File: src/otrd_pkg.sv
package otrd_pkg;
  // Field positions within the low 12 bits of the instruction word
  localparam int SRC1_FILE_HI = 11;
  localparam int SRC1_FILE_LO = 10;
  localparam int SRC0_TYPE_HI = 9;
  localparam int SRC0_TYPE_LO = 7;
  localparam int SRC0_FILE_HI = 6;
  localparam int SRC0_FILE_LO = 5;
  localparam int DST_TYPE_HI  = 4;
  localparam int DST_TYPE_LO  = 2;
  localparam int DST_FILE_HI  = 1;
  localparam int DST_FILE_LO  = 0;
  localparam int WORD_W       = 12;

  // Register-file selector codes
  localparam logic [1:0] FILE_ARCH = 2'h0;
  localparam logic [1:0] FILE_GEN  = 2'h1;
  localparam logic [1:0] FILE_MSG  = 2'h2;
  localparam logic [1:0] FILE_LIT  = 2'h3;

  // Numeric type codes (register operands and destination)
  localparam logic [2:0] TY_UDW  = 3'h0;
  localparam logic [2:0] TY_SDW  = 3'h1;
  localparam logic [2:0] TY_U16  = 3'h2;
  localparam logic [2:0] TY_SW   = 3'h3;
  localparam logic [2:0] TY_U8   = 3'h4;
  localparam logic [2:0] TY_SB   = 3'h5;
  localparam logic [2:0] TY_RSV  = 3'h6;
  localparam logic [2:0] TY_FLT  = 3'h7;
  // Literal-only reinterpretations
  localparam logic [2:0] TY_LIT_FVEC = 3'h5;
  localparam logic [2:0] TY_LIT_V4   = 3'h6;

  // Reset values of the registered outputs
  localparam logic [1:0] RST_FILE = 2'h0;
  localparam logic [2:0] RST_TYPE = 3'h0;

  // Decoded operand file class
  typedef enum logic [1:0] {
    OTRD_ARCH, OTRD_GEN, OTRD_MSG, OTRD_NONE
  } otrd_file_t;
endpackage : otrd_pkg

File: src/otrd_file_dec.sv
`timescale 1ns/1ps
// Turns one two-bit selector into one-hot file flags
module otrd_file_dec
  import otrd_pkg::*;
(
  // Selector in
  input  wire logic [1:0] i_sel,
  // Decoded flags
  output logic            o_arch,
  output logic            o_gen,
  output logic            o_msg,
  output logic            o_top
);
  // Plain decode; the top code means literal or reserved by context
  always_comb
  begin
    o_arch = (i_sel == FILE_ARCH);
    o_gen  = (i_sel == FILE_GEN);
    o_msg  = (i_sel == FILE_MSG);
    o_top  = (i_sel == FILE_LIT);
  end
endmodule : otrd_file_dec

File: src/otrd_decoder.sv
`timescale 1ns/1ps
// How it works
// - second source file from bits 11:10
// - second source code 11 means literal
// - first source type 9:7, file 6:5
// - destination type taken from bits 4:2
// - destination type codes; 110 reserved
// - destination type passed through, never converted
// - message-issue: type goes to current target
// - destination file from 1:0; 11 reserved
// - message-issue: file goes to writeback target
// - register source types match destination codes
// - literal types 101 vector float, 110 nibbles
module otrd_decoder
  import otrd_pkg::*;
(
  // Clock, reset, enable
  input  wire logic              i_clk,
  input  wire logic              i_rstn,
  input  wire logic              i_ce,
  // Instruction from fetch
  input  wire logic              i_valid,
  input  wire logic [WORD_W-1:0] i_word,
  input  wire logic              i_msg_issue,
  // Second source
  output logic [1:0]             o_second_source_file_select,
  output logic                   o_second_source_literal,
  // First source
  output logic [2:0]             o_first_source_type,
  output logic [1:0]             o_first_source_file_select,
  output logic                   o_first_source_literal,
  output logic                   o_first_source_float_vector,
  output logic                   o_first_source_v4,
  // Destination type and file
  output logic [2:0]             o_target_type,
  output logic [1:0]             o_target_file_select,
  // Routing for message issue
  output logic                   o_type_to_current_target,
  output logic                   o_file_to_writeback_target,
  // Status
  output logic                   o_valid,
  output logic                   o_illegal
);
  // Registered decode state
  logic [1:0] s1_file_reg, s1_file_next;
  logic       s1_lit_reg,  s1_lit_next;
  logic [2:0] s0_type_reg, s0_type_next;
  logic [1:0] s0_file_reg, s0_file_next;
  logic       s0_lit_reg,  s0_lit_next;
  logic       s0_fvec_reg, s0_fvec_next;
  logic       s0_v4_reg,   s0_v4_next;
  logic [2:0] dt_reg,      dt_next;
  logic [1:0] df_reg,      df_next;
  logic       cur_reg,     cur_next;
  logic       wb_reg,      wb_next;
  logic       vld_reg,     vld_next;
  logic       ill_reg,     ill_next;

  // Field slices of the incoming word
  logic [1:0] f_s1_file;
  logic [2:0] f_s0_type;
  logic [1:0] f_s0_file;
  logic [2:0] f_dt;
  logic [1:0] f_df;
  // One-hot views from the shared selector decoder
  logic       s1_top;
  logic       s0_top;
  logic       df_top;

  assign f_s1_file = i_word[SRC1_FILE_HI:SRC1_FILE_LO];
  assign f_s0_type = i_word[SRC0_TYPE_HI:SRC0_TYPE_LO];
  assign f_s0_file = i_word[SRC0_FILE_HI:SRC0_FILE_LO];
  assign f_dt      = i_word[DST_TYPE_HI:DST_TYPE_LO];
  assign f_df      = i_word[DST_FILE_HI:DST_FILE_LO];

  // Selectors side by side so one loop decodes all three
  logic [1:0] sel_arr [3]; // Second source, first source, destination
  logic [2:0] top_vec;     // Top code seen, one bit per selector

  assign sel_arr[0] = f_s1_file;
  assign sel_arr[1] = f_s0_file;
  assign sel_arr[2] = f_df;

  // One shared selector decoder per operand
  for (genvar g = 0; g < 3; g++)
  begin : g_sel_dec
    otrd_file_dec otrd_file_dec_inst (
      .i_sel  (sel_arr[g]),
      .o_arch (),
      .o_gen  (),
      .o_msg  (),
      .o_top  (top_vec[g])
    );
  end

  assign s1_top = top_vec[0];
  assign s0_top = top_vec[1];
  assign df_top = top_vec[2];

  // Next-value logic; fields hold until the next valid word, valid follows i_valid
  always_comb
  begin
    s1_file_next = s1_file_reg;
    s1_lit_next  = s1_lit_reg;
    s0_type_next = s0_type_reg;
    s0_file_next = s0_file_reg;
    s0_lit_next  = s0_lit_reg;
    s0_fvec_next = s0_fvec_reg;
    s0_v4_next   = s0_v4_reg;
    dt_next      = dt_reg;
    df_next      = df_reg;
    cur_next     = cur_reg;
    wb_next      = wb_reg;
    ill_next     = ill_reg;
    vld_next     = i_valid;
    if (i_valid)
    begin
      s1_file_next = f_s1_file;
      // top code marks a literal operand
      s1_lit_next  = s1_top;
      s0_type_next = f_s0_type;
      s0_file_next = f_s0_file;
      s0_lit_next  = s0_top;
      s0_fvec_next = s0_top && (f_s0_type == TY_LIT_FVEC);
      s0_v4_next   = s0_top && (f_s0_type == TY_LIT_V4);
      dt_next      = f_dt;
      df_next      = f_df;
      // type belongs to the current target
      cur_next     = i_msg_issue;
      // file belongs to the writeback target
      wb_next      = i_msg_issue;
      // code 110 is the reserved type
      // a literal destination is also refused here
      ill_next     = (f_dt == TY_RSV) || df_top;
    end
  end

  // Register stage; enable low freezes everything, reset included,
  // so a stalled pipe keeps its decode until it is enabled again
  always_ff @(posedge i_clk)
  begin
    if (i_ce)
    begin
      if (!i_rstn)
      begin
        s1_file_reg <= RST_FILE;
        s1_lit_reg  <= 1'b0;
        s0_type_reg <= RST_TYPE;
        s0_file_reg <= RST_FILE;
        s0_lit_reg  <= 1'b0;
        s0_fvec_reg <= 1'b0;
        s0_v4_reg   <= 1'b0;
        dt_reg      <= RST_TYPE;
        df_reg      <= RST_FILE;
        cur_reg     <= 1'b0;
        wb_reg      <= 1'b0;
        vld_reg     <= 1'b0;
        ill_reg     <= 1'b0;
      end
      else
      begin
        s1_file_reg <= s1_file_next;
        s1_lit_reg  <= s1_lit_next;
        s0_type_reg <= s0_type_next;
        s0_file_reg <= s0_file_next;
        s0_lit_reg  <= s0_lit_next;
        s0_fvec_reg <= s0_fvec_next;
        s0_v4_reg   <= s0_v4_next;
        dt_reg      <= dt_next;
        df_reg      <= df_next;
        cur_reg     <= cur_next;
        wb_reg      <= wb_next;
        vld_reg     <= vld_next;
        ill_reg     <= ill_next;
      end
    end
  end

  // Outputs straight from flops
  assign o_second_source_file_select = s1_file_reg;
  assign o_second_source_literal     = s1_lit_reg;
  // register source codes share the destination table
  assign o_first_source_type         = s0_type_reg;
  assign o_first_source_file_select  = s0_file_reg;
  assign o_first_source_literal      = s0_lit_reg;
  assign o_first_source_float_vector = s0_fvec_reg;
  assign o_first_source_v4           = s0_v4_reg;
  assign o_target_type               = dt_reg;
  assign o_target_file_select        = df_reg;
  assign o_type_to_current_target    = cur_reg;
  assign o_file_to_writeback_target  = wb_reg;
  assign o_valid                     = vld_reg;
  assign o_illegal                   = ill_reg;
endmodule : otrd_decoder

File: config.mk
export PLATFORM = sky130hd
export DESIGN_NAME = otrd_decoder
export DESIGN_NICKNAME = d
export VERILOG_FILES = /design/src/otrd_pkg.sv /design/src/otrd_file_dec.sv /design/src/otrd_decoder.sv
export SDC_FILE = /design/constraint.sdc
export NUM_CORES = 1
export LEC_CHECK = 0
export ABC_CLOCK_PERIOD_IN_PS = 3820
export BUFFER_PORTS_ARGS = -buffer_cell sky130_fd_sc_hd__buf_2
export CAP_MARGIN = 25
export CORE_AREA = 2 2 44 46
export CTS_BUF_LIST = sky130_fd_sc_hd__clkbuf_16
export DETAILED_ROUTE_END_ITERATION = 8
export DIE_AREA = 0 0 46 48
export PLACE_DENSITY = 0.87
export SLEW_MARGIN = 20
export SYNTH_ARGS = -nofsm -noshare
export SYNTH_HDL_FRONTEND = slang
export SYNTH_SLANG_ARGS = --single-unit
File: constraint.sdc
create_clock -name i_clk -period 3.82 [get_ports i_clk]
set_input_delay 0.191 -clock i_clk [delete_from_list [all_inputs] [get_ports i_clk]]
set_output_delay 0.191 -clock i_clk [all_outputs]
set_load 0.05 [all_outputs]
==> results of run 1 <==
==> logic make-up (layout without fill, tap and decap cells) <==
| kind of cell | after synthesis | after routing |
|---|---|---|
| and+or+nand+nor | 20 | 20 |
| DFF | 19 | 19 |
| buffers and inverters | 3 | 42 |
| AOI/OAI and AO/OA | 2 | 2 |
==> cells in the final DEF, fill, tap and decap left out <==
cell type | synthesis | final
clkbuf_16 | 0 | 3
and2_1 | 9 | 9
nor3b_2 | 2 | 2
and2_2 | 5 | 5
buf_2 | 0 | 36
nand4_2 | 1 | 1
a32o_1 | 1 | 1
a21boi_1 | 0 | 1
and3_2 | 2 | 2
edfxtp_1 | 19 | 19
nor2b_1 | 1 | 1
buf_4 | 1 | 1
inv_1 | 1 | 2
==> sequential cells by signal, summed over array words and instances, names as in the netlist <==
name	flops
o_target_file_select	2
o_first_source_type	3
o_valid	1
o_target_type	3
o_illegal	1
o_first_source_float_vector	1
o_second_source_literal	1
o_file_to_writeback_target	1
o_first_source_v4	1
o_second_source_file_select	2
o_first_source_file_select	2
o_first_source_literal	1
==> power groups by stage <==
stage | registers [mW] | clock network [mW] | logic (mW)
after floorplan | 0.319 | 0 | 0.0173
after global placement | 0.257 | 0 | 0.106
after detailed placement | 0.257 | 0 | 0.108
after CTS | 0.253 | 0.210 | 0.108
after global routing | 0.255 | 0.219 | 0.112
final | 0.253 | 0.205 | 0.107
==> path summary, 6_finish.rpt <==
kind	from	endpoint	depth (start not counted)
setup / recovery	i_rstn	o_first_source_type[0]	3
hold / removal	i_ce	o_valid	1
==> layer usage <==
metal	routed length, um	global-route usage [%]	vias to the layer above
met5	0	0	-
met4	19	8.57	0
met3	90	3.02	2
met2	669	23.6	22
met1	489	11.8	211
li1	-	-	235
==> critical path: cells and delay by family <==
family / cells / cell delay, ns
buffers and inverters: 2 / 0.50
AOI/OAI and AO/OA: 1 / 0.71
==> layout make-up <==
type                    instances  area share [%]
multi-input cells              22            16.5
well taps                      17            2.06
flip-flops and latches         19            55.3
clock buffers                   3            7.27
inverters                       1           0.364
repair buffers                 37            18.2
clock inverters                 1           0.364
==> flow_metrics.tcl, run 1 <==
set metrics [dict create \
    post-route-period-util_pct 38.2 \
    yosysMostFrequentCell "edfxtp_1" \
    ctsHtreeMaxLevel 1 \
    cts_setup_buffers 0 \
    grt_antenna_before_repair 0 \
    synthMuxAreaShare_pct 0 \
    layout-drive-gt1-share_pct 60.2 \
    p_leak_nw 0.431 \
    synth.top_cell.area_share_pct 75.4 \
    synth_seq_cells 19 \
    wl_per_cell_um 12.7 \
    std_cell_rows 15 \
    viasPerCell 4.70 \
    clock.fmax_mhz 685 \
    path_cells "buf_2, a21boi_1, buf_4" \
    root_buffer "clkbuf_16" \
    dp_cells 96 \
    final_core_util_pct 61.1 \
    grt_pass1_wl_um 1830 \
    yosys_warnings 0 \
    outcome "finished, final reports clean" \
    internal_power_mw 0.413 \
    clock_power_share_pct 36.3 \
    grt_use_total_pct 12.5 \
    ctsHoldBuffers 0 \
    synth_edf_count 19 \
    cts_tree "done" \
    numCtsBuffers 3 \
    place_area_um2 953 \
    seq_area_frac_synth_pct 75.4 \
    p_per_area_nw_per_um2 547 \
    p_switching_mw 0.152 \
    netlist_instances 44 \
    fin_ws_ns 2.36 \
    relSlewSlack_pct 39.9 \
    setup_tns_ns 0 \
    fin_cells 100 \
    syn_area_um2 757 \
    die_w_um 46 \
    crit_type "in2reg" \
    seqCellArea_um2 571 \
    multi_input_area_um2 170 \
    io_pins 37 \
    synthAdderAreaFrac_pct 0 \
    yosys.area_share.simple_pct 20.2 \
    place_ws_ns 2.09 \
    nets 101 \
    slowest_delay_ns 0.71 \
    grt_max_degree 20 \
    synth_top_family_by_area "simple AND/OR/NAND/NOR gates" \
    crit_path_start_kind "input pin" \
    whs_ns 0.159 \
    worst_pin_slew_ns 0.900 \
    synth_area_leaders "edfxtp_1 75%, and2_1 7.4%, and2_2 5.0%, nor3b_2 3.3%, and3_2 2.0%" \
    synth-main-ff-cell "edfxtp_1" \
    grt_pass1_vias 428 \
    clock_sinks 19 \
    cp_max_fo 19 \
    synth-xor-area-share_pct 0 \
    drc_errors 0 \
    wirelength_um 1270 \
    diodes 0 \
    synth_top_cell_by_area "edfxtp_1" \
    portBuffers 36 \
    switching_share_pct 26.9 \
    async_flop_share_pct 0 \
    drtAntennaViolNets 0 \
    hold_class "in2reg" \
    ys_top_cells_by_count "19 x edfxtp_1, 9 x and2_1, 5 x and2_2" \
    initial_core_util_pct 44.8 \
    cp-end-kind "register" \
    critPathRequiredTime_ns 3.77 \
    syn_avg_cell_area_um2 17.2 \
    vias 470 \
    grt-ovfl-total 0 \
    place_congestion 0.654 \
    slew_violations 0 \
    cpMaxStageDelayCell "a21boi_1" \
    syn_to_final_growth_pct 36.4 \
    die_h_um 48 \
    synth_compound_area_share_pct 2.31 \
    post_cts_resize_count 0 \
    rsz0062_at_grt "no" \
    dieArea_um2 2210 \
    drv_cap 0 \
    fin_crit_ns 1.46 \
    first_pass_iters 3 \
    pwr-share-comb_pct 18.9 \
    core_area_um2 1690 \
    drt_iter0_markers 2 \
    synth_cell_type_count 12 \
    peakVddDrop_v 0.000280 \
    arrival_ns 1.41 \
    fin_area_um2 1030 \
    finalHoldViolations 0 \
    syn-num-nets 61 \
    seqPwrFrac_pct 44.8 \
    power_mw 0.565 \
    cts.path.max_buffers 2 \
    setup_viol 0 \
    fill_cells 144 \
    cts.clk_slew.worst_paths_ns 0.05 \
]
Note: power is estimated with default switching activity, not from simulation.
==> inputs of run 2 (changes only) <==
--- a/config.mk
+++ b/config.mk
@@ -5,14 +5,15 @@
 export SDC_FILE = /design/constraint.sdc
 export NUM_CORES = 1
 export LEC_CHECK = 0
-export ABC_CLOCK_PERIOD_IN_PS = 3820
+export ABC_AREA = 1
+export ABC_CLOCK_PERIOD_IN_PS = 1300
 export BUFFER_PORTS_ARGS = -buffer_cell sky130_fd_sc_hd__buf_2
 export CAP_MARGIN = 25
-export CORE_AREA = 2 2 44 46
+export CORE_AREA = 2 2 48 50
 export CTS_BUF_LIST = sky130_fd_sc_hd__clkbuf_16
 export DETAILED_ROUTE_END_ITERATION = 8
-export DIE_AREA = 0 0 46 48
-export PLACE_DENSITY = 0.87
+export DIE_AREA = 0 0 50 52
+export PLACE_DENSITY = 0.79
 export SLEW_MARGIN = 20
 export SYNTH_ARGS = -nofsm -noshare
 export SYNTH_HDL_FRONTEND = slang
==> constraint.sdc (replaced) <==
create_clock -name i_clk -period 1.3 [get_ports i_clk]
set_input_delay 0.065 -clock i_clk [delete_from_list [all_inputs] [get_ports i_clk]]
set_output_delay 0.065 -clock i_clk [all_outputs]
set_load 0.05 [all_outputs]
==> flow_metrics.tcl, run 2 <==
set metrics [dict create \
    viasPerCell 4.09 \
    crit_type "reg2out" \
    cts_tree "done" \
    std_cell_rows 17 \
    grt_pass1_vias 451 \
    outcome "finished, final reports clean" \
    vias 544 \
    final_core_util_pct 50.2 \
    holdPathEnd "o_valid" \
    rsz0062_at_grt "no" \
    synth_edf_count 19 \
    dr_wl_met3_um 145 \
    seqPwrFrac_pct 44.8 \
    clock_sinks 19 \
    dieArea_um2 2600 \
    synth.top_cell.area_share_pct 74.0 \
    yosysMostFrequentCell "edfxtp_1" \
    post-route-period-util_pct 69.9 \
    internal_power_mw 1.21 \
    root_buffer "clkbuf_16" \
    setup_tns_ns 0 \
    pwr-share-comb_pct 19.1 \
    synth-main-ff-cell "edfxtp_1" \
    path_cells "buf_2" \
    seq_area_frac_synth_pct 74.0 \
    syn_to_final_growth_pct 37.2 \
    synth_cell_type_count 10 \
    post_cts_resize_count 0 \
    drt_iter0_markers 10 \
    p_leak_nw 0.552 \
    ctsHoldBuffers 0 \
    drt-met1-wl_um 534 \
    fill_cells 189 \
    grt_antenna_before_repair 0 \
    grt_pass1_wl_um 1930 \
    highest_layer "met4" \
    layout_common_cells "36 x buf_2, 19 x inv_1, 19 x edfxtp_1" \
    setup_viol 0 \
    cts_setup_buffers 0 \
    holdPathStages 1 \
    cpLargestDelayFamily "flip-flops" \
    finalHoldViolations 0 \
    peakVddDrop_v 0.000585 \
    syn_area_um2 771 \
    drv_cap 0 \
    hold_start "i_ce" \
    synth_seq_cells 19 \
    ys_top_cells_by_count "19 x edfxtp_1, 18 x inv_1, 17 x nand2_1" \
    portBuffers 36 \
    cts.clk_slew.worst_paths_ns 0.05 \
    syn_avg_cell_area_um2 11.7 \
    relSlewSlack_pct 80.4 \
    p_per_area_nw_per_um2 1570 \
    diodes 0 \
    first_pass_iters 4 \
    slew_violations 0 \
    grt_max_degree 19 \
    core_area_um2 2110 \
    die_w_um 50 \
    clock.fmax_mhz 1100 \
    place.detailed.hpwl_um 987 \
    drc_errors 0 \
    wl_per_cell_um 9.46 \
    cpMaxStageDelayCell "edfxtp_1" \
    arrival_ns 0.84 \
    cp_max_fo 2 \
    critPathRequiredTime_ns 1.24 \
    cts.path.max_buffers 2 \
    synth_area_leaders "edfxtp_1 74%, inv_1 8.8%, nand2_1 8.3%, nor2_1 1.9%, buf_6 1.5%" \
    syn-num-nets 83 \
    cp-end-kind "output port" \
    wirelength_um 1260 \
    die_h_um 52 \
    clock_power_share_pct 36.1 \
    fin_crit_ns 0.909 \
    switching_share_pct 27.3 \
    worst_pin_slew_ns 0.294 \
    grt_use_total_pct 10.6 \
    final_common_cell "buf_2" \
    layout-drive-gt1-share_pct 41.9 \
    numCtsBuffers 3 \
    crit_path_start_kind "register" \
    async_flop_share_pct 0 \
    initial_core_util_pct 36.6 \
    grt-ovfl-total 0 \
    yosys_warnings 0 \
    io_pins 37 \
    hold_class "in2reg" \
    cp_num_buf_inv 1 \
    ctsHtreeMaxLevel 1 \
    p_switching_mw 0.454 \
    nets 123 \
    synth_top_cell_by_area "edfxtp_1" \
    routed-wl-met2_um 549 \
    netlist_instances 66 \
    slowest_delay_ns 0.37 \
    place_congestion 0.751 \
    drtAntennaViolNets 0 \
]
==> run 2: cell count changes after synthesis, sizes merged, moves of 2 or more <==
cell / change
and2: -14
nor3b: -2
and3: -2
nor2: +4
nand3: +3
inv: +19
nand2: +17
==> run 2: kinds of logic after synthesis <==
kind of cell / synth area share (%)
simple gates: 12.8
compound gates: 0.974
flops: 74.0
buf+inv: 12.2
==> run 2: power groups by stage <==
stage | registers [mW] | clock network, mW | logic, mW
6_report | 0.744 | 0.600 | 0.318
3_3_place_gp | 0.755 | 0 | 0.316
4_1_cts | 0.745 | 0.607 | 0.319
5_1_grt | 0.748 | 0.632 | 0.335
2_1_floorplan | 0.938 | 0 | 0.0563
3_5_place_dp | 0.757 | 0 | 0.319
==> run 2: metal layers <==
metal,vias to the layer above,GRT usage [%]
li1,277,-
met1,232,11.6
met2,30,16.0
met3,5,5.17
met4,0,7.87
met5,-,0
==> run 2: worst max-delay path by stage <==
| stage | startpoint | end | slack, ns | depth (start not counted) |
|---|---|---|---|---|
| 3_5_place_dp | i_rstn | o_first_source_file_select[0] | 0.30 | 3 |
| 3_3_place_gp | i_rstn | o_first_source_file_select[0] | 0.32 | 3 |
| 6_report | o_file_to_writeback_target | o_type_to_current_target | 0.39 | 1 |
| 5_1_grt | o_file_to_writeback_target | o_file_to_writeback_target | 0.35 | 1 |
| 4_1_cts | o_valid | o_valid | 0.37 | 1 |
| 2_1_floorplan | i_valid | o_file_to_writeback_target | 0.25 | 2 |
==> run 2: cell type report <==
| class | count | area (um2) | area share [%] |
|---|---|---|---|
| flip-flops and latches | 19 | 571 | 54.0 |
| repair buffers | 37 | 188 | 17.8 |
| multi-input cells | 25 | 110 | 10.4 |
| clock buffers | 3 | 75.1 | 7.10 |
| inverters | 20 | 75.1 | 7.10 |
| well taps | 28 | 35.0 | 3.31 |
| clock inverters | 1 | 3.75 | 0.355 |
==> run 2: per-stage QoR <==
stage	power, mW	cells	hold slack (ns)	cell area [um2]	setup slack (ns)
2_1_floorplan	0.994	66	0.177	774	0.255
3_3_place_gp	1.07	129	0.278	978	0.325
3_5_place_dp	1.08	129	0.286	978	0.303
4_1_cts	1.67	133	0.0310	1060	0.373
5_1_grt	1.72	133	0.0416	1060	0.355
6_report	1.66	133	0.0345	1060	0.391
